<file path="src/hw/rfs_pkg.sv">
package rfs_pkg;

   // Register geometry
   localparam int RFS_DW = 32;
   localparam int RFS_AW = 3;
   localparam int RFS_NREGS = 8;

   // Per-bit field classes of one register (default layout)
   localparam logic [RFS_DW-1:0] RFS_STORE_DEF = 32'h0000_ff00;
   localparam logic [RFS_DW-1:0] RFS_RSV_DEF = 32'h00ff_0000;
   localparam logic [RFS_DW-1:0] RFS_CTX_DEF = 32'h0f00_0000;
   localparam logic [RFS_DW-1:0] RFS_ONE_DEF = 32'h3000_0000;
   localparam logic [RFS_DW-1:0] RFS_RO_DEF = 32'h0000_00ff;
   localparam logic [RFS_DW-1:0] RFS_RESET_DEF = 32'h0000_0000;
   localparam logic [RFS_NREGS-1:0] RFS_RO_REGS_DEF = 8'h80;

   // Value after reset of the read port
   localparam logic [RFS_DW-1:0] RFS_RDATA_RST = 32'h0000_0000;
   localparam logic [RFS_AW-1:0] RFS_ADDR_RST = 3'h0;

   typedef enum logic [1:0] {
      RFS_ACC_READ = 2'b00,
      RFS_ACC_DIRECT = 2'b01,
      RFS_ACC_INDIRECT = 2'b10,
      RFS_ACC_NONE = 2'b11
   } rfs_acc_e;

   typedef struct packed {
      logic valid;
      rfs_acc_e kind;
      logic [RFS_AW-1:0] addr;
      logic [RFS_DW-1:0] wdata;
   } rfs_req_s;

   typedef struct packed {
      logic valid;
      logic hit;
      logic [RFS_DW-1:0] data;
   } rfs_rsp_s;

endpackage

</file>
<file path="src/hw/rfs_reg_bank.sv">
`timescale 1ns/1ps
// How it works
// - Hardwired reserved-zero bits read zero and drop every write.
// - Writable reserved-zero bits keep what a direct write puts there.
// - Stored reserved-zero values only come back on reads, never steer.
// - Each field's hardwired or stored form is a fixed parameter.
// - Indirect write clears context-reserved bits while they are reserved.
// - Context-reserved bits read back their stored value, any context.
// - Unwritten reserved storage reads its reset value.
// - Reserved bits of read-only registers read zero.
// - Write-zero and write-one fields ignore all writes; preserve fields take direct writes.
// - Unknown preserve-one fields read all ones, ignore writes.
// - Unknown preserve-zero fields read all zeros, ignore writes.
// - Unknown-valued fields read as zeros.
// - Unspecified reads return constants, never hidden state.
module rfs_reg_bank #(
   parameter int N_REGS = rfs_pkg::RFS_NREGS,
   parameter logic [N_REGS*rfs_pkg::RFS_DW-1:0] P_STORE =
      {N_REGS{rfs_pkg::RFS_STORE_DEF}},
   parameter logic [N_REGS*rfs_pkg::RFS_DW-1:0] P_RSV =
      {N_REGS{rfs_pkg::RFS_RSV_DEF}},
   parameter logic [N_REGS*rfs_pkg::RFS_DW-1:0] P_CTX =
      {N_REGS{rfs_pkg::RFS_CTX_DEF}},
   parameter logic [N_REGS*rfs_pkg::RFS_DW-1:0] P_ONE =
      {N_REGS{rfs_pkg::RFS_ONE_DEF}},
   parameter logic [N_REGS*rfs_pkg::RFS_DW-1:0] P_RO =
      {N_REGS{rfs_pkg::RFS_RO_DEF}},
   parameter logic [N_REGS*rfs_pkg::RFS_DW-1:0] P_RESET =
      {N_REGS{rfs_pkg::RFS_RESET_DEF}},
   parameter logic [N_REGS-1:0] P_RO_REGS = rfs_pkg::RFS_RO_REGS_DEF
) (
   input wire logic clk_i,
   input wire logic rst_n_i,
   input wire rfs_pkg::rfs_req_s req_i,
   input wire logic [N_REGS-1:0] ctx_rsv_i,
   input wire logic [N_REGS*rfs_pkg::RFS_DW-1:0] status_i,
   output rfs_pkg::rfs_rsp_s rsp_o,
   output logic [N_REGS*rfs_pkg::RFS_DW-1:0] oper_o
);
   localparam int DW = rfs_pkg::RFS_DW;
   localparam int AW = rfs_pkg::RFS_AW;
   localparam logic [N_REGS*DW-1:0] KEEP_ALL = P_STORE | P_RSV | P_CTX;

   logic [DW-1:0] store_q [N_REGS];
   logic [DW-1:0] store_d [N_REGS];
   logic [DW-1:0] rd_val [N_REGS];
   logic [N_REGS*DW-1:0] store_flat;
   logic [N_REGS*DW-1:0] ctx_rsv_m;
   logic hit;
   logic [AW-1:0] rd_addr_q;
   logic [AW-1:0] rd_addr_d;
   rfs_pkg::rfs_rsp_s rsp_q;
   rfs_pkg::rfs_rsp_s rsp_d;

   function automatic logic [DW-1:0] mask_of(
      input logic [N_REGS*DW-1:0] m,
      input logic [AW-1:0] idx
   );
      logic [DW-1:0] r;
      r = '0;
      if (int'(idx) < N_REGS) begin
         r = m[int'(idx)*DW +: DW];
      end
      return r;
   endfunction

   // Out-of-range addresses hit nothing
   assign hit = req_i.valid && (int'(req_i.addr) < N_REGS);

   generate
      for (genvar g = 0; g < N_REGS; g++) begin : g_reg
         rfs_field_policy #(
            .DW(DW),
            .STORE_M(P_STORE[g*DW +: DW]),
            .RSV_M(P_RSV[g*DW +: DW]),
            .CTX_M(P_CTX[g*DW +: DW]),
            .ONE_M(P_ONE[g*DW +: DW]),
            .RO_M(P_RO[g*DW +: DW]),
            .RO_REG(P_RO_REGS[g])
         ) u_policy (
            .store_q_i(store_q[g]),
            .hit_i(hit && (int'(req_i.addr) == g)),
            .kind_i(req_i.kind),
            .wdata_i(req_i.wdata),
            .ctx_rsv_i(ctx_rsv_i[g]),
            .status_i(status_i[g*DW +: DW]),
            .store_d_o(store_d[g]),
            .rd_val_o(rd_val[g]),
            .oper_o(oper_o[g*DW +: DW])
         );
         assign store_flat[g*DW +: DW] = store_q[g];
         assign ctx_rsv_m[g*DW +: DW] = {DW{ctx_rsv_i[g]}};
      end
   endgenerate

   always_ff @(posedge clk_i) begin
      for (int i = 0; i < N_REGS; i++) begin
         if (!rst_n_i) begin
            store_q[i] <= P_RESET[i*DW +: DW] & KEEP_ALL[i*DW +: DW];
         end else begin
            store_q[i] <= store_d[i];
         end
      end
   end

   always_comb begin
      rsp_d = '0;
      rd_addr_d = rd_addr_q;
      if (req_i.valid && req_i.kind == rfs_pkg::RFS_ACC_READ) begin
         rsp_d.valid = 1'b1;
         rsp_d.hit = hit;
         rd_addr_d = req_i.addr;
         if (hit) begin
            rsp_d.data = rd_val[int'(req_i.addr)];
         end
      end
   end

   always_ff @(posedge clk_i) begin
      if (!rst_n_i) begin
         rsp_q <= '0;
         rd_addr_q <= rfs_pkg::RFS_ADDR_RST;
      end else begin
         rsp_q <= rsp_d;
         rd_addr_q <= rd_addr_d;
      end
   end

   assign rsp_o = rsp_q;

   // Checks
   logic rd_req;
   logic dwr_hit;
   logic iwr_hit;
   logic ro_tgt;
   assign rd_req = req_i.valid && req_i.kind == rfs_pkg::RFS_ACC_READ;
   assign dwr_hit = hit && req_i.kind == rfs_pkg::RFS_ACC_DIRECT;
   assign iwr_hit = hit && req_i.kind == rfs_pkg::RFS_ACC_INDIRECT;
   assign ro_tgt = P_RO_REGS[req_i.addr];
endmodule

</file>
<file path="src/hw/rfs_field_policy.sv">
`timescale 1ns/1ps
module rfs_field_policy #(
   parameter int DW = rfs_pkg::RFS_DW,
   parameter logic [DW-1:0] STORE_M = '0,
   parameter logic [DW-1:0] RSV_M = '0,
   parameter logic [DW-1:0] CTX_M = '0,
   parameter logic [DW-1:0] ONE_M = '0,
   parameter logic [DW-1:0] RO_M = '0,
   parameter bit RO_REG = 1'b0
) (
   input wire logic [DW-1:0] store_q_i,
   input wire logic hit_i,
   input wire rfs_pkg::rfs_acc_e kind_i,
   input wire logic [DW-1:0] wdata_i,
   input wire logic ctx_rsv_i,
   input wire logic [DW-1:0] status_i,
   output logic [DW-1:0] store_d_o,
   output logic [DW-1:0] rd_val_o,
   output logic [DW-1:0] oper_o
);
   localparam logic [DW-1:0] KEEP_M = STORE_M | RSV_M | CTX_M;

   always_comb begin
      store_d_o = store_q_i & KEEP_M;
      if (hit_i && !RO_REG) begin
         if (kind_i == rfs_pkg::RFS_ACC_DIRECT) begin
            store_d_o = wdata_i & KEEP_M;
         end else if (kind_i == rfs_pkg::RFS_ACC_INDIRECT) begin
            store_d_o = wdata_i & STORE_M;
            if (!ctx_rsv_i) begin
               store_d_o = store_d_o | (wdata_i & CTX_M);
            end
         end
      end
   end

   always_comb begin
      if (RO_REG) begin
         rd_val_o = (status_i & RO_M) | ONE_M;
      end else begin
         rd_val_o = (store_q_i & KEEP_M) | ONE_M;
      end
   end

   always_comb begin
      if (RO_REG) begin
         oper_o = '0;
      end else if (ctx_rsv_i) begin
         oper_o = store_q_i & STORE_M;
      end else begin
         oper_o = store_q_i & (STORE_M | CTX_M);
      end
   end

endmodule

</file>
<file path="config.mk">
export PLATFORM = sky130hd
export DESIGN_NAME = rfs_reg_bank
export DESIGN_NICKNAME = d
export VERILOG_FILES = /design/src/hw/rfs_pkg.sv /design/src/hw/rfs_reg_bank.sv /design/src/hw/rfs_field_policy.sv
export SDC_FILE = /design/constraint.sdc
export NUM_CORES = 1
export LEC_CHECK = 0
export ABC_AREA = 1
export BUFFER_PORTS_ARGS = -buffer_cell sky130_fd_sc_hd__buf_2
export CORE_AREA = 2 2 228 230
export CTS_CLUSTER_SIZE = 20
export DETAILED_ROUTE_END_ITERATION = 12
export DIE_AREA = 0 0 230 232
export SETUP_SLACK_MARGIN = 0.02
export SLEW_MARGIN = 20
export SYNTH_ARGS = -nofsm -noshare
export SYNTH_HDL_FRONTEND = slang
export SYNTH_SLANG_ARGS = --single-unit
</file>
<file path="constraint.sdc">
create_clock -name clk_i -period 1.15 [get_ports clk_i]
set_input_delay 0.115 -clock clk_i [delete_from_list [all_inputs] [get_ports clk_i]]
set_output_delay 0.115 -clock clk_i [all_outputs]
set_load 0.02 [all_outputs]
</file>
==> flow_metrics.tcl, run 1 <==
set metrics [dict create \
    drv_slew 0 \
    io_pins 594 \
    grt_pass1_wl_um 44800 \
    area_growth_pct 27.4 \
    crit_type "flip-flop to output port" \
    io_buffers 158 \
    met2_usage_pct 17.6 \
    fin_crit_ps 1190 \
    grt_max_degree 63 \
    crit_fanout 3 \
    leakagePower_nw 5.45 \
    gr-usage-met1_pct 14.3 \
    die_y_um 232 \
    syn_inst 1347 \
    htree_levels 4 \
    design_area_um2 11700 \
    ys_types 19 \
    avgViaCountPerCell 3.72 \
    final_antenna_net_count 0 \
    layout-drive-gt1-share_pct 27.8 \
    dr.first_iter.drc_count 540 \
    cts_root_buf "clkbuf_16" \
    drc 0 \
    start_util_pct 18.1 \
    hold_path.class "primary input to flip-flop" \
    maxCapViolations 0 \
    use_met3_pct 3.36 \
    finalWorstSetupSlack_ps -41.5 \
    arrival_ps 1080 \
    finalSetupViolations 15 \
    core_um2 50900 \
    firstDrtPassIters 5 \
    status "finished, violations left" \
    fin_setup_tns_ps -133 \
    route.vias.total 8167 \
    finalHoldViolCount 0 \
    syn_area_per_cell_um2 6.83 \
    gp_congestion 0.770 \
    std_cell_rows 83 \
    yosys_warnings 0 \
    end_kind "output port" \
    grt_busiest_layer "met2" \
    postPlaceCellArea_um2 10200 \
    clock_sinks 171 \
    grt_use_total_pct 11.1 \
    grt_pass1_vias 7238 \
    hpwlAfterDp_um 23500 \
    slowest_delay_ps 360 \
    clockBufferDepth 2 \
    vdd_drop_max_mv 1.17 \
    post_drt_wl_per_cell_um 14.0 \
    power_density_nw_per_um2 1280 \
    nNetsFinal 1812 \
    critical-path-top-delay-family "flip-flops" \
    worstPathCellList "inv_2, nor2_4, buf_6" \
    antenna_found_initial 5 \
    cts_buffers 17 \
    ys_ff_latch 171 \
    cts_tree "done" \
    max_freq_mhz 839 \
    clk_pin_slew_ps 70 \
    clock_skew_ps 7.02 \
    clock_latency_ps 440 \
    path_buf_inv 2 \
    cp_slowest_cell "dfxtp_2" \
    grt_overflow 0 \
    die_w_um 230 \
    violations "setup timing" \
    crit_required_ps 1030 \
    synth_area_um2 9200 \
    floorplan.die_area_um2 53400 \
    fin_crit_sh_pct 104 \
    wl_um 30700 \
    rsz0062_at_grt "yes" \
    ys_seq_area_share_pct 37.2 \
    startpoint_type "flip-flop" \
]
-- path summary, 6_finish.rpt --
check | startpoint | to | slack (ps) | cells past startpoint
min | req_i[9] | store_q[5][9] | 30 | 3
max reg2reg | store_q[6][24] | rsp_o[24] | 140 | 8
min reg2reg | store_q[0][18] | store_q[0][18] | 480 | 2
max | store_q[4][24] | oper_o[152] | -40 | 3
-- cells in the final DEF (no fill, tap or decap) --
master / Yosys / routed
nor2_1: 357 / 338
conb_1: 1 / 174
buf_4: 236 / 151
nand2_1: 132 / 132
o21ai_0: 125 / 116
nand3_1: 112 / 112
dfxtp_1: 171 / 106
buf_2: 45 / 74
dfxtp_2: 0 / 63
o21ai_1: 30 / 39
a21oi_1: 37 / 37
inv_2: 8 / 35
buf_6: 1 / 25
inv_1: 53 / 24
buf_12: 0 / 18
clkbuf_16: 0 / 17
nor2_2: 1 / 13
dlygate4sd3_1: 0 / 13
nor2_4: 0 / 7
bufinv_16: 0 / 7
and3_1: 3 / 3
clkinvlp_4: 0 / 3
inv_4: 1 / 2
clkbuf_1: 31 / 2
dfxtp_4: 0 / 2
diode_2: 0 / 1
ha_4: 0 / 1
ha_2: 0 / 1
inv_6: 0 / 1
clkinv_4: 0 / 1
-- timing repair --
action,4_1_cts,5_1_grt
endpoints found under the setup margin,77,67
hold buffers,13,0
endpoints found under the hold margin,14,0
setup buffers,23,4
pin swaps,9,13
resized for setup,157,75
-- registers in the layout (all words and copies together) (netlist names) --
signal / count
rsp_o: 31
store_q: 140
-- power by group --
group	internal (W)	switching (W)
Clock	0.00428	0.00244
Sequential	0.00606	0.0000936
Combinational	0.000614	0.00145
Total	0.0110	0.00399
-- cell usage after synthesis --
| cell | instances | area [µm²] |
|---|---|---|
| nor2_1 | 357 | 1340 |
| buf_4 | 236 | 1770 |
| dfxtp_1 | 171 | 3420 |
| nand2_1 | 132 | 495 |
| o21ai_0 | 125 | 626 |
| nand3_1 | 112 | 561 |
| inv_1 | 53 | 199 |
| buf_2 | 45 | 225 |
| a21oi_1 | 37 | 185 |
| clkbuf_1 | 31 | 116 |
| o21ai_1 | 30 | 150 |
| inv_2 | 8 | 30.0 |
| and3_1 | 3 | 18.8 |
| ha_1 | 2 | 25.0 |
| buf_1 | 1 | 3.75 |
| buf_6 | 1 | 11.3 |
| conb_1 | 1 | 3.75 |
| inv_4 | 1 | 6.26 |
| nor2_2 | 1 | 6.26 |
-- cell type report --
class | instances | area, µm²
diodes | 1 | 2.50
clock buffers | 19 | 433
clock inverters | 11 | 243
fillers | 5683 | 39200
inverters | 62 | 241
multi-input cells | 973 | 4160
flip-flops and latches | 171 | 3510
well taps | 680 | 851
repair buffers | 281 | 2280
-- tightest hold or removal path: cells and delay by family --
kind / cells / cell delay, ps
AND/OR/NAND/NOR: 2 / 160
buffers and inverters: 1 / 160
-- cell families after synthesis --
logic type	count (synthesis)	share of synthesized area, %
and+or+nand+nor	605	26.3
buffers and inverters	376	25.7
adders and majority gates	2	0.272
other	1	0.0408
AOI/OAI and AO/OA	192	10.4
DFF	171	37.2
-- metrics by stage --
step	utilization (%)	power [W]	setup slack [ps]	cells	hold WS [ps]
detailed placement	20.1	0.00819	-354	2127	338
floorplan	-	0.00804	-9.23	1520	237
global placement	20.1	0.00819	-338	2127	332
CTS	22.6	0.0150	-80.0	2193	9.81
finish	23.0	0.0149	-41.5	2198	26.3
global route	23.0	0.0155	-82.9	2198	34.2
-- metal layers --
metal	wire length, µm	part of all wire (%)	vias to the layer above
li1	-	-	4147
met1	13900	45	3731
met2	14100	46	244
met3	2010	6.5	37
met4	599	2.0	8
met5	36	0.12	-
No activity file was read; power rests on OpenSTA's default activity.
==> inputs of run 2 (changes only) <==
--- a/config.mk
+++ b/config.mk
@@ -5,12 +5,11 @@
 export SDC_FILE = /design/constraint.sdc
 export NUM_CORES = 1
 export LEC_CHECK = 0
-export ABC_AREA = 1
 export BUFFER_PORTS_ARGS = -buffer_cell sky130_fd_sc_hd__buf_2
-export CORE_AREA = 2 2 228 230
+export CORE_AREA = 2 2 234 236
 export CTS_CLUSTER_SIZE = 20
 export DETAILED_ROUTE_END_ITERATION = 12
-export DIE_AREA = 0 0 230 232
+export DIE_AREA = 0 0 236 238
 export SETUP_SLACK_MARGIN = 0.02
 export SLEW_MARGIN = 20
 export SYNTH_ARGS = -nofsm -noshare
==> run 2 against run 1 <==
Net effect: the flow still finishes with violations (setup timing); design area grew 5.5%; wire length down 2.4%; global-route usage shrank 0.83 points; hold slack improved by 6.5 ps; first-iteration DRC count shrank 3.7%; register-to-register slack worse by 240 ps; clock power fell by 7.0%; largest cell class unchanged; largest power group unchanged; highest routed layer unchanged; via count shrank 1.1%; combinational power decreased by 2%; critical path depth stayed put; setup slack lost 79 ps; clock skew up 3.5 ps.
==> flow_metrics.tcl, run 2 <==
set metrics [dict create \
    status "finished, violations left" \
    violations "setup timing" \
    route.vias.total 8075 \
    die_y_um 238 \
    yosys_warnings 0 \
    met2_usage_pct 16.1 \
    crit_required_ps 1030 \
    worstMarginPinSlew_ps 619 \
    regMostFlops "store_q" \
    die_w_um 236 \
    crit_start "store_q[3][27]" \
    grt_pass1_wl_um 44900 \
    post_drt_wl_per_cell_um 15.5 \
    syn_inst 1096 \
    layout-drive-gt1-share_pct 33.0 \
    clk_pin_slew_ps 70 \
    place_inst 1866 \
    cts_root_buf "clkbuf_16" \
    crit_fanout 2 \
    antenna_found_initial 3 \
    ys_types 32 \
    gr-usage-met1_pct 12.8 \
    clock_latency_ps 460 \
    hold_path.class "primary input to flip-flop" \
    io_pins 594 \
    synth-async-reset-ratio_pct 0 \
    area_growth_pct 27.0 \
    startpoint_type "flip-flop" \
    fin_crit_sh_pct 110 \
    fin_crit_ps 1270 \
    htree_levels 4 \
    slew_headroom_pct 58.7 \
    worstHoldStart "req_i[37]" \
    dr.first_iter.drc_count 520 \
    pre_cts_slack_ps -278 \
    drv_slew 0 \
    grt_pass1_vias 7613 \
    gp_congestion 0.799 \
    avgViaCountPerCell 4.17 \
    timing.rr.start "store_q[3][27]" \
    netlist.area_leader.share_pct 35.2 \
    synth_edf_count 0 \
    max_freq_mhz 787 \
    std_cell_rows 85 \
    use_met3_pct 2.92 \
    final_antenna_net_count 0 \
    end_kind "output port" \
    finalHoldViolCount 0 \
    finalWorstSetupSlack_ps -121 \
    rsz0062_at_grt "yes" \
    grt_use_total_pct 10.2 \
    clock_skew_ps 10.5 \
    leakagePower_nw 5.03 \
    io_buffers 158 \
    grt_overflow 0 \
    ys_ff_latch 171 \
    layout_common_cells "174 x conb_1, 140 x o21ai_0, 112 x nand3_1, 100 x dfxtp_1, 96 x a21boi_1" \
    synth_most_common_cell "buf_4" \
    hpwlAfterDp_um 20900 \
    finalSetupViolations 28 \
    power_density_nw_per_um2 1160 \
    floorplan.die_area_um2 56200 \
    synth-main-ff-cell "dfxtp_1" \
    cts_tree "done" \
    clock_sinks 171 \
    arrival_ps 1160 \
    largest_reg_flops 140 \
    cts_buffers 17 \
    vdd_drop_max_mv 0.777 \
    syn_area_per_cell_um2 8.88 \
    synth_common_cells "246 x buf_4, 171 x dfxtp_1, 140 x o21ai_0, 113 x nand3_1, 96 x a21boi_1" \
    grt_max_degree 143 \
    crit_type "flip-flop to output port" \
    final_cells 1937 \
    grt_busiest_layer "met2" \
    mostFrequentLayoutCell "conb_1" \
    synth.area.top_cells "dfxtp_1 35%, buf_4 19%, a21boi_1 7.4%, o21ai_0 7.2%, nand3_1 5.8%" \
    ys_seq_area_share_pct 35.2 \
    wl_um 30000 \
    clockBufferDepth 2 \
    firstDrtPassIters 5 \
    drc 0 \
    nNetsFinal 1534 \
    synth_area_um2 9730 \
    start_util_pct 18.2 \
    yosysTopAreaCell "dfxtp_1" \
    maxCapViolations 0 \
    core_um2 53500 \
]
run 2: cell types whose count changed in the layout (fill, tap and decap cells not counted), moves of 24 or more:
cell,delta
a21boi_0,+44
nand4_1,+28
buf_4,-73
o21ai_0,+24
nor2_1,-337
o21ai_1,-39
buf_6,+51
nand2_1,-131
a21boi_1,+96
inv_2,-31
a21oi_1,-37
run 2: worst max-delay path, stage by stage, from the launching register on:
cell,delay [ps]
dfxtp_2,320
buf_6,110
nor2b_1,120
buf_4,160
run 2: cells by family after synthesis:
group,Yosys count,synth area share [%]
flops,171,35.2
compound gates,320,21.9
mux,40,6.68
other cells,1,0.0385
simple gates,208,11.9
buf+inv,354,24.1
fa+ha+maj,2,0.257
run 2: layer usage:
layer / up-vias / part of all wire [%]
met5: - / 0.090
met4: 4 / 3.6
met3: 64 / 7.3
met2: 343 / 46
met1: 3971 / 43
li1: 3693 / -
run 2: area by class of cell:
| class | instances | area (µm²) |
|---|---|---|
| timing repair buffer | 272 | 2470 |
| antenna | 1 | 2.50 |
| clock buffer | 17 | 425 |
| fill | 5690 | 41100 |
| clock inverter | 14 | 200 |
| tap | 696 | 871 |
| multi-input combinational | 744 | 4790 |
| inverter | 22 | 82.6 |
| sequential | 171 | 3510 |
run 2: worst paths after layout:
kind | end | slack (ps) | cells after the start
setup reg to reg | rsp_o[27] | -100 | 3
hold / removal | rsp_o[33] | 30 | 2
hold reg to reg | store_q[2][18] | 480 | 2
setup / recovery | oper_o[123] | -120 | 3
run 2: what timing repair did:
action | in CTS | in global routing
hold buffers | 20 | 0
resized for setup | 216 | 54
pin swaps | 4 | 0
setup endpoints to repair | 82 | 80
cloned | 0 | 0
endpoints found under the hold margin | 65 | 0
buffers inserted | 16 | 4
run 2: through the flow:
stage | power, W | hold slack [ps] | utilization, % | TNS (ps) | area [µm²]
6_report | 0.0143 | 32.8 | 23.1 | -1570 | 12400
5_1_grt | 0.0148 | 37.4 | 23.1 | -3140 | 12400
4_1_cts | 0.0144 | 10.0 | 22.7 | -2440 | 12200
3_5_place_dp | 0.00802 | 319 | 19.9 | -36650 | 10700
3_3_place_gp | 0.00800 | 321 | 19.9 | -32530 | 10700
2_1_floorplan | 0.00790 | 237 | - | -107 | 10400
run 2: power by group:
group          internal (W)  switching (W)
clock network       0.00351        0.00274
logic              0.000612        0.00142
registers           0.00598      0.0000386
total                0.0101        0.00419
==> inputs of run 3 (changes only) <==
--- a/config.mk
+++ b/config.mk
@@ -6,12 +6,13 @@
 export NUM_CORES = 1
 export LEC_CHECK = 0
 export BUFFER_PORTS_ARGS = -buffer_cell sky130_fd_sc_hd__buf_2
-export CORE_AREA = 2 2 234 236
+export CORE_MARGIN = 4
+export CORE_UTILIZATION = 35
 export CTS_CLUSTER_SIZE = 20
 export DETAILED_ROUTE_END_ITERATION = 12
-export DIE_AREA = 0 0 236 238
 export SETUP_SLACK_MARGIN = 0.02
 export SLEW_MARGIN = 20
 export SYNTH_ARGS = -nofsm -noshare
 export SYNTH_HDL_FRONTEND = slang
+export SYNTH_HIERARCHICAL = 1
 export SYNTH_SLANG_ARGS = --single-unit
==> constraint.sdc (replaced) <==
create_clock -name clk_i -period 1.4 [get_ports clk_i]
set_input_delay 0.14 -clock clk_i [delete_from_list [all_inputs] [get_ports clk_i]]
set_output_delay 0.14 -clock clk_i [all_outputs]
set_load 0.02 [all_outputs]
==> run 3 against run 2 <==
Net effect: the run now ends clean; global-route usage rose by 4.7 points; clock skew fell by 2.6 ps; design area rose by 13%; hold slack improved by 54 ps.
==> flow_metrics.tcl, run 3 <==
set metrics [dict create \
    nNetsFinal 1740 \
    clock_skew_ps 7.88 \
    startpoint_type "flip-flop" \
    std_cell_rows 72 \
    finalSetupViolations 0 \
    start_util_pct 35.4 \
    cts_root_buf "clkbuf_16" \
    grt_use_total_pct 14.9 \
    crit_fanout 4 \
    firstDrtPassIters 5 \
    arrival_ps 1190 \
    gp_congestion 0.809 \
    synth_area_um2 13700 \
    postLayoutCoreUtil_pct 36.1 \
    mostFrequentLayoutCell "conb_1" \
    worstMarginPinSlew_ps 511 \
    finalHoldViolCount 0 \
    yosys_warnings 6 \
    layout-drive-gt1-share_pct 31.8 \
    clk_pin_slew_ps 70 \
    worstPathCellList "buf_4, nor2b_1, buf_4" \
    htree_levels 4 \
    die_w_um 206 \
    met2_usage_pct 24.6 \
    die_y_um 206 \
    grt_max_degree 142 \
    clock_sinks 174 \
    cts_buffers 17 \
    drv_slew 0 \
    dr.first_iter.drc_count 533 \
    slowest_delay_ps 330 \
    finalWorstSetupSlack_ps 72.7 \
    clockBufferDepth 2 \
    end_kind "output port" \
    cpMostUsedCell "buf_4" \
    gr-usage-met1_pct 20.3 \
    final_antenna_net_count 0 \
    status "completed" \
    antenna_found_initial 3 \
    max_freq_mhz 753 \
    vdd_drop_max_mv 0.822 \
    grt_busiest_layer "met2" \
    syn_area_per_cell_um2 9.33 \
    use_met3_pct 2.86 \
    grt_pass1_vias 8317 \
    avgViaCountPerCell 4.57 \
    largest_reg_flops 140 \
    hold_path.class "primary input to flip-flop" \
    syn_inst 1471 \
    grt_overflow 0 \
    pre_cts_slack_ps -306 \
    power_w 0.0119 \
    rsz0062_at_grt "no" \
    io_buffers 160 \
    core_um2 38700 \
    slew_headroom_pct 65.9 \
    antenna_cells 0 \
    cp_slowest_cell "dfxtp_2" \
    post_drt_wl_per_cell_um 16.8 \
    route.vias.total 8992 \
    power_density_nw_per_um2 848 \
    area_growth_pct 1.99 \
    grt_pass1_wl_um 49500 \
    maxCapViolations 0 \
    regMostFlops "store_q" \
    floorplan.die_area_um2 42400 \
    io_pins 594 \
    wl_um 33000 \
    crit_type "flip-flop to output port" \
    fin_crit_sh_pct 94.8 \
    fin_setup_tns_ps 0 \
    layout_common_cells "280 x conb_1, 153 x dfxtp_1, 152 x buf_2, 141 x and2_1, 130 x a22o_1" \
    hpwlAfterDp_um 24200 \
    leakagePower_nw 6.34 \
    clock_latency_ps 440 \
    fin_crit_ps 1330 \
    drc 0 \
    cts_tree "done" \
    crit_required_ps 1260 \
]
-- run 3: cell types whose count changed in the layout (fill, tap and decap cells not counted), sizes merged, moves of 28 or more --
cell / before / now
nand2: 1 / 42
conb: 174 / 280
a22o: 0 / 130
a21boi: 140 / 18
and2: 17 / 141
o21ai: 140 / 30
mux4: 20 / 49
mux2: 0 / 58
nand3: 113 / 3
nor2b: 25 / 64
nand4: 28 / 0
-- run 3: per-layer routing --
layer	vias to the layer above	part of all wire (%)
met3	27	5.3
met1	4418	44
met4	4	1.2
li1	4298	-
met5	-	0.10
met2	245	49
-- run 3: stage by stage --
step	instance area, µm²	instances	hold WS (ps)
detailed placement	13400	1934	470
floorplan	15000	1735	216
finish	14000	1967	86.4
CTS	14000	1967	59.9
global placement	13400	1934	471
global route	14000	1967	92.6
-- run 3: worst paths after layout --
path	start	endpoint	slack [ps]	depth (start not counted)
max	store_q[0][123]	oper_o[123]	70	3
min	req_i[35]	rsp_o[32]	90	2
max reg2reg	store_q[0][122]	rsp_o[26]	150	2
min reg2reg	store_q[1][14]	store_q[1][14]	600	2
-- run 3: layout make-up --
cell class	instances	area (µm²)
fill	3968	24700
multi-input combinational	975	7280
sequential	174	3510
timing repair buffer	261	1980
tap	518	648
clock buffer	18	439
clock inverter	14	108
inverter	7	26.3
-- run 3: worst max-delay path, delay by kind of cell (launching register included) --
kind	cells	cell delay, ps
flops	1	330
buf+inv	2	290
simple gates	1	120
-- run 3: timing repair --
item | 4_1_cts | 5_1_grt
pin swaps | 0 | 0
endpoints found under the setup margin | 9 | 14
gates cloned | 0 | 0
gates resized for setup | 16 | 14
hold endpoints to repair | 1 | 0
hold buffers | 1 | 0
setup buffers | 0 | 0
-- run 3: where the power goes --
group          leakage, nW  switching, W  internal [W]
sequential            1.42      0.000106       0.00505
clock                0.264       0.00225       0.00234
combinational         4.66       0.00132      0.000803
